`config.mk`:
```
export PLATFORM = sky130hd
export DESIGN_NAME = tbs_anticoll
export DESIGN_NICKNAME = d
export VERILOG_FILES = /design/src/hw/tbs_pkg.sv /design/src/hw/tbs_crc.sv /design/src/hw/tbs_anticoll.sv
export SDC_FILE = /design/constraint.sdc
export NUM_CORES = 1
export LEC_CHECK = 0
export ABC_AREA = 1
export BUFFER_PORTS_ARGS = -buffer_cell sky130_fd_sc_hd__buf_4
export CAP_MARGIN = 5
export CELL_PAD_IN_SITES_DETAIL_PLACEMENT = 0
export CELL_PAD_IN_SITES_GLOBAL_PLACEMENT = 1
export CORE_MARGIN = 5
export CORE_UTILIZATION = 38
export DETAILED_ROUTE_END_ITERATION = 8
export MAX_ROUTING_LAYER = met4
export PLACE_DENSITY = 0.82
export SLEW_MARGIN = 20
export SYNTH_ARGS = -nofsm -noshare
export SYNTH_HDL_FRONTEND = slang
export SYNTH_SLANG_ARGS = --single-unit
```
`constraint.sdc`:
```
create_clock -name clk -period 2.5 [get_ports clk]
set_clock_uncertainty 0.2 [all_clocks]
set_input_delay 0.5 -clock clk [delete_from_list [all_inputs] [get_ports clk]]
set_output_delay 0.5 -clock clk [all_outputs]
set_load 0.02 [all_outputs]
```
`src/hw/tbs_pkg.sv`:
```
// Shared constants, types and frame carriers for the Type B slot anticollision block
`default_nettype none
package tbs_pkg;

   // Card protocol states
   typedef enum logic [1:0] {
      ST_IDLE   = 2'b00,
      ST_READY  = 2'b01,
      ST_ACTIVE = 2'b10,
      ST_HALT   = 2'b11
   } tbsCard_e;

   // Command codes and field values
   localparam logic [7:0]  CMD_REQB        = 8'h05;   // REQB and WUPB share this code
   localparam logic [7:0]  CMD_HLTB        = 8'h50;
   localparam logic [7:0]  CMD_ATTRIB      = 8'h1D;
   localparam logic [7:0]  CMD_DESEL       = 8'hC2;   // Deselect without CID byte
   localparam logic [7:0]  CMD_DESEL_CID   = 8'hCA;   // Deselect with CID byte
   localparam logic [3:0]  SLOT_CMD_NIB    = 4'h5;    // Low nibble of a slot marker
   localparam int          WUPB_BIT        = 3;       // Param bit that marks wake-up
   localparam logic [2:0]  N_CODE_MAX      = 3'h4;    // Codes above give no valid N

   // Data lengths of request frames, CRC bytes excluded
   localparam logic [3:0]  LEN_REQB        = 4'h3;
   localparam logic [3:0]  LEN_SLOT        = 4'h1;
   localparam logic [3:0]  LEN_HLTB        = 4'h5;
   localparam logic [3:0]  LEN_ATTRIB      = 4'h9;
   localparam logic [3:0]  LEN_DESEL       = 4'h1;
   localparam logic [3:0]  LEN_DESEL_CID   = 4'h2;
   localparam logic [3:0]  CRC_BYTES       = 4'h2;
   localparam int          BUF_BYTES       = 9;       // Longest header kept: ATTRIB

   // CRC_B constants (bit-reversed polynomial x^16+x^12+x^5+1)
   localparam logic [15:0] CRC_PRESET      = 16'hFFFF;
   localparam logic [15:0] CRC_POLY_REV    = 16'h8408;
   localparam logic [15:0] CRC_RESIDUE     = 16'hF0B8; // Remainder after data plus inverted CRC
   localparam logic [4:0]  CRC_BITS        = 5'h10;

   // Reset values and LFSR taps
   localparam logic [15:0] LFSR_SEED       = 16'hACE1;
   localparam logic [15:0] LFSR_TAPS       = 16'hB400;
   localparam logic [3:0]  CID_RESET       = 4'h0;
   localparam logic [4:0]  SLOT_RESET      = 5'h01;

   // Received frame strobes
   typedef struct packed {
      logic       start;   // First byte of a frame follows or comes now
      logic       valid;   // Data byte strobe
      logic [7:0] data;    // Byte, bit 0 first on air
      logic       last;    // Frame ended, all bytes delivered
   } tbsRxFrame_s;

   // Transmitted frame strobes
   typedef struct packed {
      logic       start;   // Preset the transmit CRC
      logic       valid;   // Data byte strobe
      logic [7:0] data;
      logic       crcReq;  // Data done, shift the CRC out
   } tbsTxFrame_s;

   // Reply requests to the frame builder
   typedef struct packed {
      logic atqb;
      logic attrib;
      logic halt;
      logic deselect;
   } tbsReply_s;

endpackage : tbs_pkg
`default_nettype wire

```
`src/hw/tbs_crc.sv`:
```
// CRC_B byte-wise generator and checker register
`timescale 1ns/1ps
`default_nettype none
module tbs_crc (
   // Clock and reset
   input  wire logic        clk,
   input  wire logic        reset,
   // Byte stream
   input  wire logic        init,
   input  wire logic        byteValid,
   input  wire logic [7:0]  byteIn,
   // Running remainder
   output logic      [15:0] crc
);
   import tbs_pkg::*;

   typedef struct packed {
      logic [15:0] crc;
   } tbsCrcState_s;

   tbsCrcState_s state_q;   // Registered state
   tbsCrcState_s state_d;   // Next state

   // Fold one byte into the remainder, least significant bit first
   function automatic logic [15:0] crcByte(input logic [15:0] c, input logic [7:0] d);
      logic [15:0] r;
      r = c;
      for (int i = 0; i < 8; i++) begin
         if (r[0] ^ d[i]) begin
            r = (r >> 1) ^ CRC_POLY_REV;
         end else begin
            r = r >> 1;
         end
      end
      return r;
   endfunction : crcByte

   // Preset on frame start; a byte in the same cycle is folded onto the preset
   always_comb begin
      logic [15:0] base;
      base    = init ? CRC_PRESET : state_q.crc;
      state_d = state_q;
      state_d.crc = byteValid ? crcByte(base, byteIn) : base;
   end

   // State register
   always_ff @(posedge clk) begin
      if (reset) begin
         state_q.crc <= CRC_PRESET;
      end else begin
         state_q <= state_d;
      end
   end

   assign crc = state_q.crc;

endmodule : tbs_crc
`default_nettype wire

```
`src/hw/tbs_anticoll.sv`:
```
// Card-side Type B time-slot anticollision, command filter and CRC_B handling
//
// Overview of operation
// WUPB takes part only on AFI match
// REQB ignored in HALT, else like WUPB
// Param N gives number of slots
// N of one: answer ATQB at once
// N above one: draw R, answer if one
// R above one: answer matching slot marker
// Reader probes every slot from 2 to N
// Reader halts or activates answered card by PUPI
// ACTIVE ignores all but DESELECT
// Reader treats bad ATQB CRC as collision
// New REQB redraws R for non-halted cards
// Reader settles other slots before new round
// Slot markers may come in any order
// Frames carry CRC, polynomial x16+x12+x5+1
// CRC sent bit-inverted
// CRC copied to shifter, sent LSB first
// DESELECT answered only on CID match
// CRC preset to all ones per frame
// One ATQB per round only
`timescale 1ns/1ps
`default_nettype none
module tbs_anticoll (
   // Clock and reset
   input  wire logic               clk,
   input  wire logic               reset,
   // Received frames from the demodulator
   input  wire tbs_pkg::tbsRxFrame_s rxFrame,
   // Outgoing frame bytes from the frame builder
   input  wire tbs_pkg::tbsTxFrame_s txFrame,
   // Card identity
   input  wire logic [7:0]         ownAfi,
   input  wire logic [31:0]        ownPupi,
   // Reply requests and card status
   output tbs_pkg::tbsReply_s      reply,
   output tbs_pkg::tbsCard_e       cardState,
   output logic [3:0]              assignedCid,
   output logic [4:0]              slotNumber,
   output logic                    rxCrcError,
   // Serial CRC for transmission
   output logic                    crcBit,
   output logic                    crcBitValid
);
   import tbs_pkg::*;

   // Whole module state
   typedef struct packed {
      tbsCard_e                       card;      // Protocol state
      logic [3:0]                     cid;       // CID given by ATTRIB
      logic [4:0]                     slot;      // Drawn slot R, 1..16
      logic                           answered;  // ATQB already sent this round
      logic [15:0]                    lfsr;      // Free-running random source
      logic [3:0]                     count;     // Bytes received, saturating
      logic [BUF_BYTES-1:0][7:0]      head;      // Leading frame bytes
      tbsReply_s                      reply;     // One-cycle reply pulses
      logic                           crcErr;    // One-cycle bad CRC pulse
      logic [15:0]                    txShift;   // CRC shifter
      logic [4:0]                     txCount;   // CRC bits left
   } tbsState_s;

   tbsState_s   state_q;   // Registered state
   tbsState_s   state_d;   // Next state
   logic [15:0] rxCrc;     // Receive remainder
   logic [15:0] txCrc;     // Transmit remainder

   // Receive checker
   tbs_crc u_rx_crc (
      .clk       (clk),
      .reset     (reset),
      .init      (rxFrame.start),
      .byteValid (rxFrame.valid),
      .byteIn    (rxFrame.data),
      .crc       (rxCrc)
   );

   // Transmit generator
   tbs_crc u_tx_crc (
      .clk       (clk),
      .reset     (reset),
      .init      (txFrame.start),
      .byteValid (txFrame.valid),
      .byteIn    (txFrame.data),
      .crc       (txCrc)
   );

   // AFI zero selects all cards; a zero low nibble selects a whole family
   function automatic logic afiMatch(input logic [7:0] req, input logic [7:0] own);
      logic m;
      if (req == 8'h00) begin
         m = 1'b1;
      end else if (req[3:0] == 4'h0) begin
         m = (req[7:4] == own[7:4]);
      end else begin
         m = (req == own);
      end
      return m;
   endfunction : afiMatch

   // PUPI sits in bytes 1 to 4 of a halt or attribute request, byte 1 lowest
   function automatic logic pupiMatch(input logic [BUF_BYTES-1:0][7:0] h, input logic [31:0] own);
      return ({h[4], h[3], h[2], h[1]} == own);
   endfunction : pupiMatch

   // Main next-state logic
   always_comb begin
      logic [3:0]  dataLen;
      logic        frameOk;
      logic [4:0]  nSlots;
      logic [4:0]  drawn;
      logic        isWakeup;
      logic [4:0]  markerSlot;
      dataLen    = state_q.count - CRC_BYTES;
      frameOk    = 1'b0;
      nSlots     = 5'h01;
      drawn      = 5'h01;
      isWakeup   = 1'b0;
      markerSlot = 5'h00;
      state_d    = state_q;

      // Pulses last a single cycle
      state_d.reply  = '0;
      state_d.crcErr = 1'b0;

      // Random source advances every cycle so the draw depends on arrival time
      state_d.lfsr = state_q.lfsr[0] ? ((state_q.lfsr >> 1) ^ LFSR_TAPS) : (state_q.lfsr >> 1);

      // Capture frame bytes; start may coincide with the first byte
      if (rxFrame.start) begin
         state_d.count = 4'h0;
      end
      if (rxFrame.valid) begin
         if (state_d.count < 4'(BUF_BYTES)) begin
            state_d.head[state_d.count] = rxFrame.data;
         end
         if (state_d.count != 4'hF) begin
            state_d.count = state_d.count + 4'h1;
         end
      end

      // Frame end: check CRC and decode
      if (rxFrame.last) begin
         frameOk = (state_q.count >= CRC_BYTES) && (rxCrc == CRC_RESIDUE);
         state_d.crcErr = !frameOk;
         if (frameOk) begin
            if (state_q.head[0] == CMD_REQB && dataLen == LEN_REQB) begin
               // REQB or WUPB
               isWakeup = state_q.head[2][WUPB_BIT];
               if (state_q.card != ST_ACTIVE
                   && !(state_q.card == ST_HALT && !isWakeup)
                   && afiMatch(state_q.head[1], ownAfi)
                   && state_q.head[2][2:0] <= N_CODE_MAX) begin
                  nSlots = 5'h01 << state_q.head[2][2:0];
                  drawn  = 5'((state_q.lfsr[3:0] & 4'(nSlots - 5'h01))) + 5'h01;
                  state_d.card     = ST_READY;
                  state_d.slot     = drawn;
                  state_d.answered = 1'b0;
                  if (drawn == 5'h01) begin
                     state_d.reply.atqb = 1'b1;
                     state_d.answered   = 1'b1;
                  end
               end
            end else if (state_q.head[0][3:0] == SLOT_CMD_NIB && state_q.head[0][7:4] != 4'h0
                         && dataLen == LEN_SLOT) begin
               // Slot marker carries slot minus one in its high nibble
               markerSlot = {1'b0, state_q.head[0][7:4]} + 5'h01;
               if (state_q.card == ST_READY && !state_q.answered
                   && markerSlot == state_q.slot) begin
                  state_d.reply.atqb = 1'b1;
                  state_d.answered   = 1'b1;
               end
            end else if (state_q.head[0] == CMD_HLTB && dataLen == LEN_HLTB) begin
               // Halt by PUPI, only while taking part in a round
               if (state_q.card == ST_READY
                   && pupiMatch(state_q.head, ownPupi)) begin
                  state_d.card       = ST_HALT;
                  state_d.reply.halt = 1'b1;
               end
            end else if (state_q.head[0] == CMD_ATTRIB && dataLen >= LEN_ATTRIB) begin
               // Activate by PUPI and take the CID; reserved CID 15 is refused
               if (state_q.card == ST_READY && state_q.head[8][3:0] != 4'hF
                   && pupiMatch(state_q.head, ownPupi)) begin
                  state_d.card         = ST_ACTIVE;
                  state_d.cid          = state_q.head[8][3:0];
                  state_d.reply.attrib = 1'b1;
               end
            end else if (state_q.head[0] == CMD_DESEL && dataLen == LEN_DESEL) begin
               // Deselect without CID reaches only a card holding CID zero
               if (state_q.card == ST_ACTIVE && state_q.cid == 4'h0) begin
                  state_d.card           = ST_HALT;
                  state_d.reply.deselect = 1'b1;
               end
            end else if (state_q.head[0] == CMD_DESEL_CID && dataLen == LEN_DESEL_CID) begin
               if (state_q.card == ST_ACTIVE && state_q.head[1][3:0] == state_q.cid) begin
                  state_d.card           = ST_HALT;
                  state_d.reply.deselect = 1'b1;
               end
            end else begin
               // Other commands are left to the block protocol layer
               state_d.card = state_q.card;
            end
         end
      end

      // CRC shift-out; a new request restarts the shifter even mid-send
      if (txFrame.crcReq) begin
         state_d.txShift = ~txCrc;
         state_d.txCount = CRC_BITS;
      end else if (state_q.txCount != 5'h00) begin
         state_d.txShift = state_q.txShift >> 1;
         state_d.txCount = state_q.txCount - 5'h01;
      end
   end

   // State register
   always_ff @(posedge clk) begin
      if (reset) begin
         state_q.card     <= ST_IDLE;
         state_q.cid      <= CID_RESET;
         state_q.slot     <= SLOT_RESET;
         state_q.answered <= 1'b0;
         state_q.lfsr     <= LFSR_SEED;
         state_q.count    <= 4'h0;
         state_q.head     <= '0;
         state_q.reply    <= '0;
         state_q.crcErr   <= 1'b0;
         state_q.txShift  <= 16'h0000;
         state_q.txCount  <= 5'h00;
      end else begin
         state_q <= state_d;
      end
   end

   // Outputs straight from the state register
   assign reply       = state_q.reply;
   assign cardState   = state_q.card;
   assign assignedCid = state_q.cid;
   assign slotNumber  = state_q.slot;
   assign rxCrcError  = state_q.crcErr;
   assign crcBit      = state_q.txShift[0];
   assign crcBitValid = (state_q.txCount != 5'h00);

endmodule : tbs_anticoll
`default_nettype wire

```
==> results_dict.tcl <==
set metrics [dict create \
    yosysTopAreaCell "dfxtp_1" \
    end_kind "primary output" \
    setup_tns_ns 0 \
    die_w_um 148 \
    leakage_nw 3.73 \
    syn_nets 1113 \
    dr.pass1.iters 7 \
    p_int_mw 4.10 \
    p_clk_frac 0.439 \
    status "complete, no violations" \
    pwr-share-comb 0.149 \
    tightestPinTransition_ns 0.796 \
    area_delta_synth_final_pct 19.0 \
    vdd_drop_max_v 0.000519 \
    postCtsSetupBuffers 0 \
    grt_pass1_wl_um 31700 \
    seq_area_frac_synth 0.369 \
    start_util 0.388 \
    crit_path_start_kind "register" \
    crit_chain "inv_1, ha_1, nand2_1, nor2_1, inv_1, nor2_4, inv_4, buf_4" \
    synth_seq_cells 134 \
    hold_viol 0 \
    grt_use_total 0.186 \
    ant_nets 0 \
    crit_type "register to primary output" \
    die_height_um 148 \
    grt_max_degree 45 \
    htree_levels 4 \
    setup_viol 0 \
    yosys_warnings 0 \
    critPathBufInv 4 \
    wl_per_cell_um 14.7 \
    cpPeakStageDelay_ns 0.29 \
    cap_viol_max_count 0 \
    portBuffers 81 \
    slowest_stage "dfxtp_1" \
    root_buffer "clkbuf_16" \
    io_pins 82 \
    async_flop_share 0 \
    hold_path.class "input pin to register" \
    vias_per_cell 4.90 \
    final_cell_area_um2 8660 \
    fin_nets 1182 \
    cp.arrival_ns 1.63 \
    synth-compound-area-share 0.163 \
    placed_area_um2 8070 \
    synth-xor-area-share 0.0861 \
    fin_ws_ns 0.165 \
    cts_buffer_depth 2 \
    cp_common_cell "inv_1" \
    crit_fanout 16 \
    diodes 0 \
    clk_pin_slew_ns 0.06 \
    rsz0062_at_grt "no" \
    clock_sinks 134 \
    drt_iter0_markers 401 \
    fillCellCount 1939 \
    yosysUniqueCellTypes 43 \
    pre_cts_ws_ns 0.145 \
    drc 0 \
    cts_buffers 17 \
    pwr-share-seq 0.412 \
    first_global_vias 6123 \
    routabilityCongestion 0.867 \
    synth_top_family_by_area "simple AND/OR/NAND/NOR gates" \
    min_period_over_period 0.934 \
    max_freq_mhz 428 \
    drive_above_1_share 0.165 \
    vias 6619 \
    drv_slew 0 \
    synthMuxAreaShare 0 \
    postSynthAreaPerCell_um2 7.01 \
    synthSimpleGateAreaFrac 0.260 \
    slew_headroom 0.467 \
    crit_family "buffers and inverters" \
    die_area_um2 22000 \
    cts_tree "built" \
    synth_edf_count 0 \
    dp_hpwl_um 15100 \
    clock_latency_ns 0.42 \
    synth_top_cell_area_share 0.369 \
    cp.required_ns 1.80 \
    core_area_um2 18800 \
    swShare 0.275 \
    totalWireLength_um 19900 \
    power.switching_mw 1.56 \
    synthesis.area_um2 7280 \
    finalCriticalPeriod_ns 2.33 \
    synthFlopType "dfxtp_1" \
    netlist_instances 1038 \
    power_density_nw_per_um2 653 \
    overflow 0 \
    synth_area_leaders "dfxtp_1 37%, nand2_1 8.3%, nor2_1 7.9%" \
    synthAdderAreaFrac 0.0189 \
    rows 50 \
    antenna_found_initial 0 \
]
==> worst register-to-register path: stages (launching register included) <==
cell and delay, ns:
dfxtp_1 0.31, inv_1 0.07, buf_4 0.15, nor2_1 0.06, inv_1 0.08, ha_1 0.20
nand2_1 0.10, nor2_1 0.64, o21ai_0 0.18, a21oi_1 0.14
==> final cells by class <==
class                      instances  area (µm²)  share of cell area
clock buffer                      20         457              0.0527
multi-input combinational        724        3850               0.444
timing repair buffer             101         771              0.0890
sequential                       134        2680               0.310
clock inverter                    10         123              0.0142
tap                              234         293              0.0338
inverter                         129         487              0.0562
==> power by group through the flow <==
stage / sequential [mW] / clock (mW) / combinational, mW
after global routing: 2.34 / 2.63 / 0.953
after global placement: 2.37 / 0 / 0.828
after CTS: 2.33 / 2.52 / 0.840
after detailed placement: 2.37 / 0 / 0.835
final: 2.33 / 2.48 / 0.843
after floorplan: 2.35 / 0 / 0.569
==> synth_stat cells, types with 8 or more instances <==
library cell,instances
buf_4,18
xnor2_1,36
buf_2,9
inv_1,115
nand3_1,47
nor2_2,8
nand2_1,160
or2_2,15
a21oi_1,88
xor2_1,30
ha_1,11
clkbuf_1,23
nand4_1,12
o211ai_1,16
o21ai_0,88
nor3_1,9
a31oi_1,8
inv_2,14
dfxtp_1,134
nor2_1,153
==> placed cells by master, fill, tap and decap left out, types with 2 or more instances in the layout <==
master,count
and2_1,2
nand3_2,2
or2_2,15
o21ai_0,88
o21ai_1,7
xor2_1,30
nand3_1,47
dfxtp_1,134
nand2_1,160
clkinv_4,2
buf_4,100
xor2_2,2
nand4_1,12
clkinvlp_4,3
o211ai_1,16
a21oi_1,88
inv_6,2
bufinv_16,2
clkbuf_16,17
nand3b_1,3
nor3_1,9
inv_2,15
o2111ai_1,2
nor2_1,152
nor2_4,2
nor2_2,8
ha_1,11
nor4_1,4
clkbuf_8,2
inv_1,113
o221ai_1,6
xnor2_1,36
nor4_4,2
a31oi_1,8
==> routing by layer <==
metal | GRT usage | up-vias | wire (µm)
li1 | - | 3483 | -
met1 | 0.250 | 2950 | 9630
met2 | 0.285 | 164 | 8890
met3 | 0.0356 | 22 | 1030
met4 | 0.0577 | 0 | 332
met5 | - | - | 0
==> metrics by stage <==
step | hold slack, ns | util | power, mW | std cells
after floorplan | 0.188 | - | 2.92 | 1038
after global placement | 0.191 | 0.430 | 3.20 | 1322
after detailed placement | 0.194 | 0.430 | 3.21 | 1322
after CTS | 0.113 | 0.461 | 5.69 | 1352
after global routing | 0.133 | 0.462 | 5.93 | 1352
final | 0.129 | 0.462 | 5.66 | 1352
==> path summary, 6_finish.rpt <==
| path | cells past startpoint | slack [ns] | startpoint | to |
|---|---|---|---|---|
| worst max-delay path | 8 | 0.17 | state_q[0] | crcBitValid |
| worst min-delay path | 3 | 0.13 | rxFrame[0] | rxCrcError |
| worst max register to register | 9 | 0.31 | state_q[99] | register |
| worst min register to register | 2 | 0.20 | state_q[117] | state_q[116] |
==> what timing repair did <==
action,in CTS,in global routing
gates resized for setup,1,3
hold buffers,0,0
endpoints found under the setup margin,1,1
==> cell families (layout without fill, tap and decap cells) <==
family | Yosys count | in the layout
xor gates and xnor gates | 69 | 69
adders and majority gates | 11 | 11
and+or+nand+nor | 426 | 426
buffers and inverters | 180 | 260
DFF | 134 | 134
AOI/OAI and AO/OA | 218 | 218
Note: power is estimated with default switching activity, not from simulation.
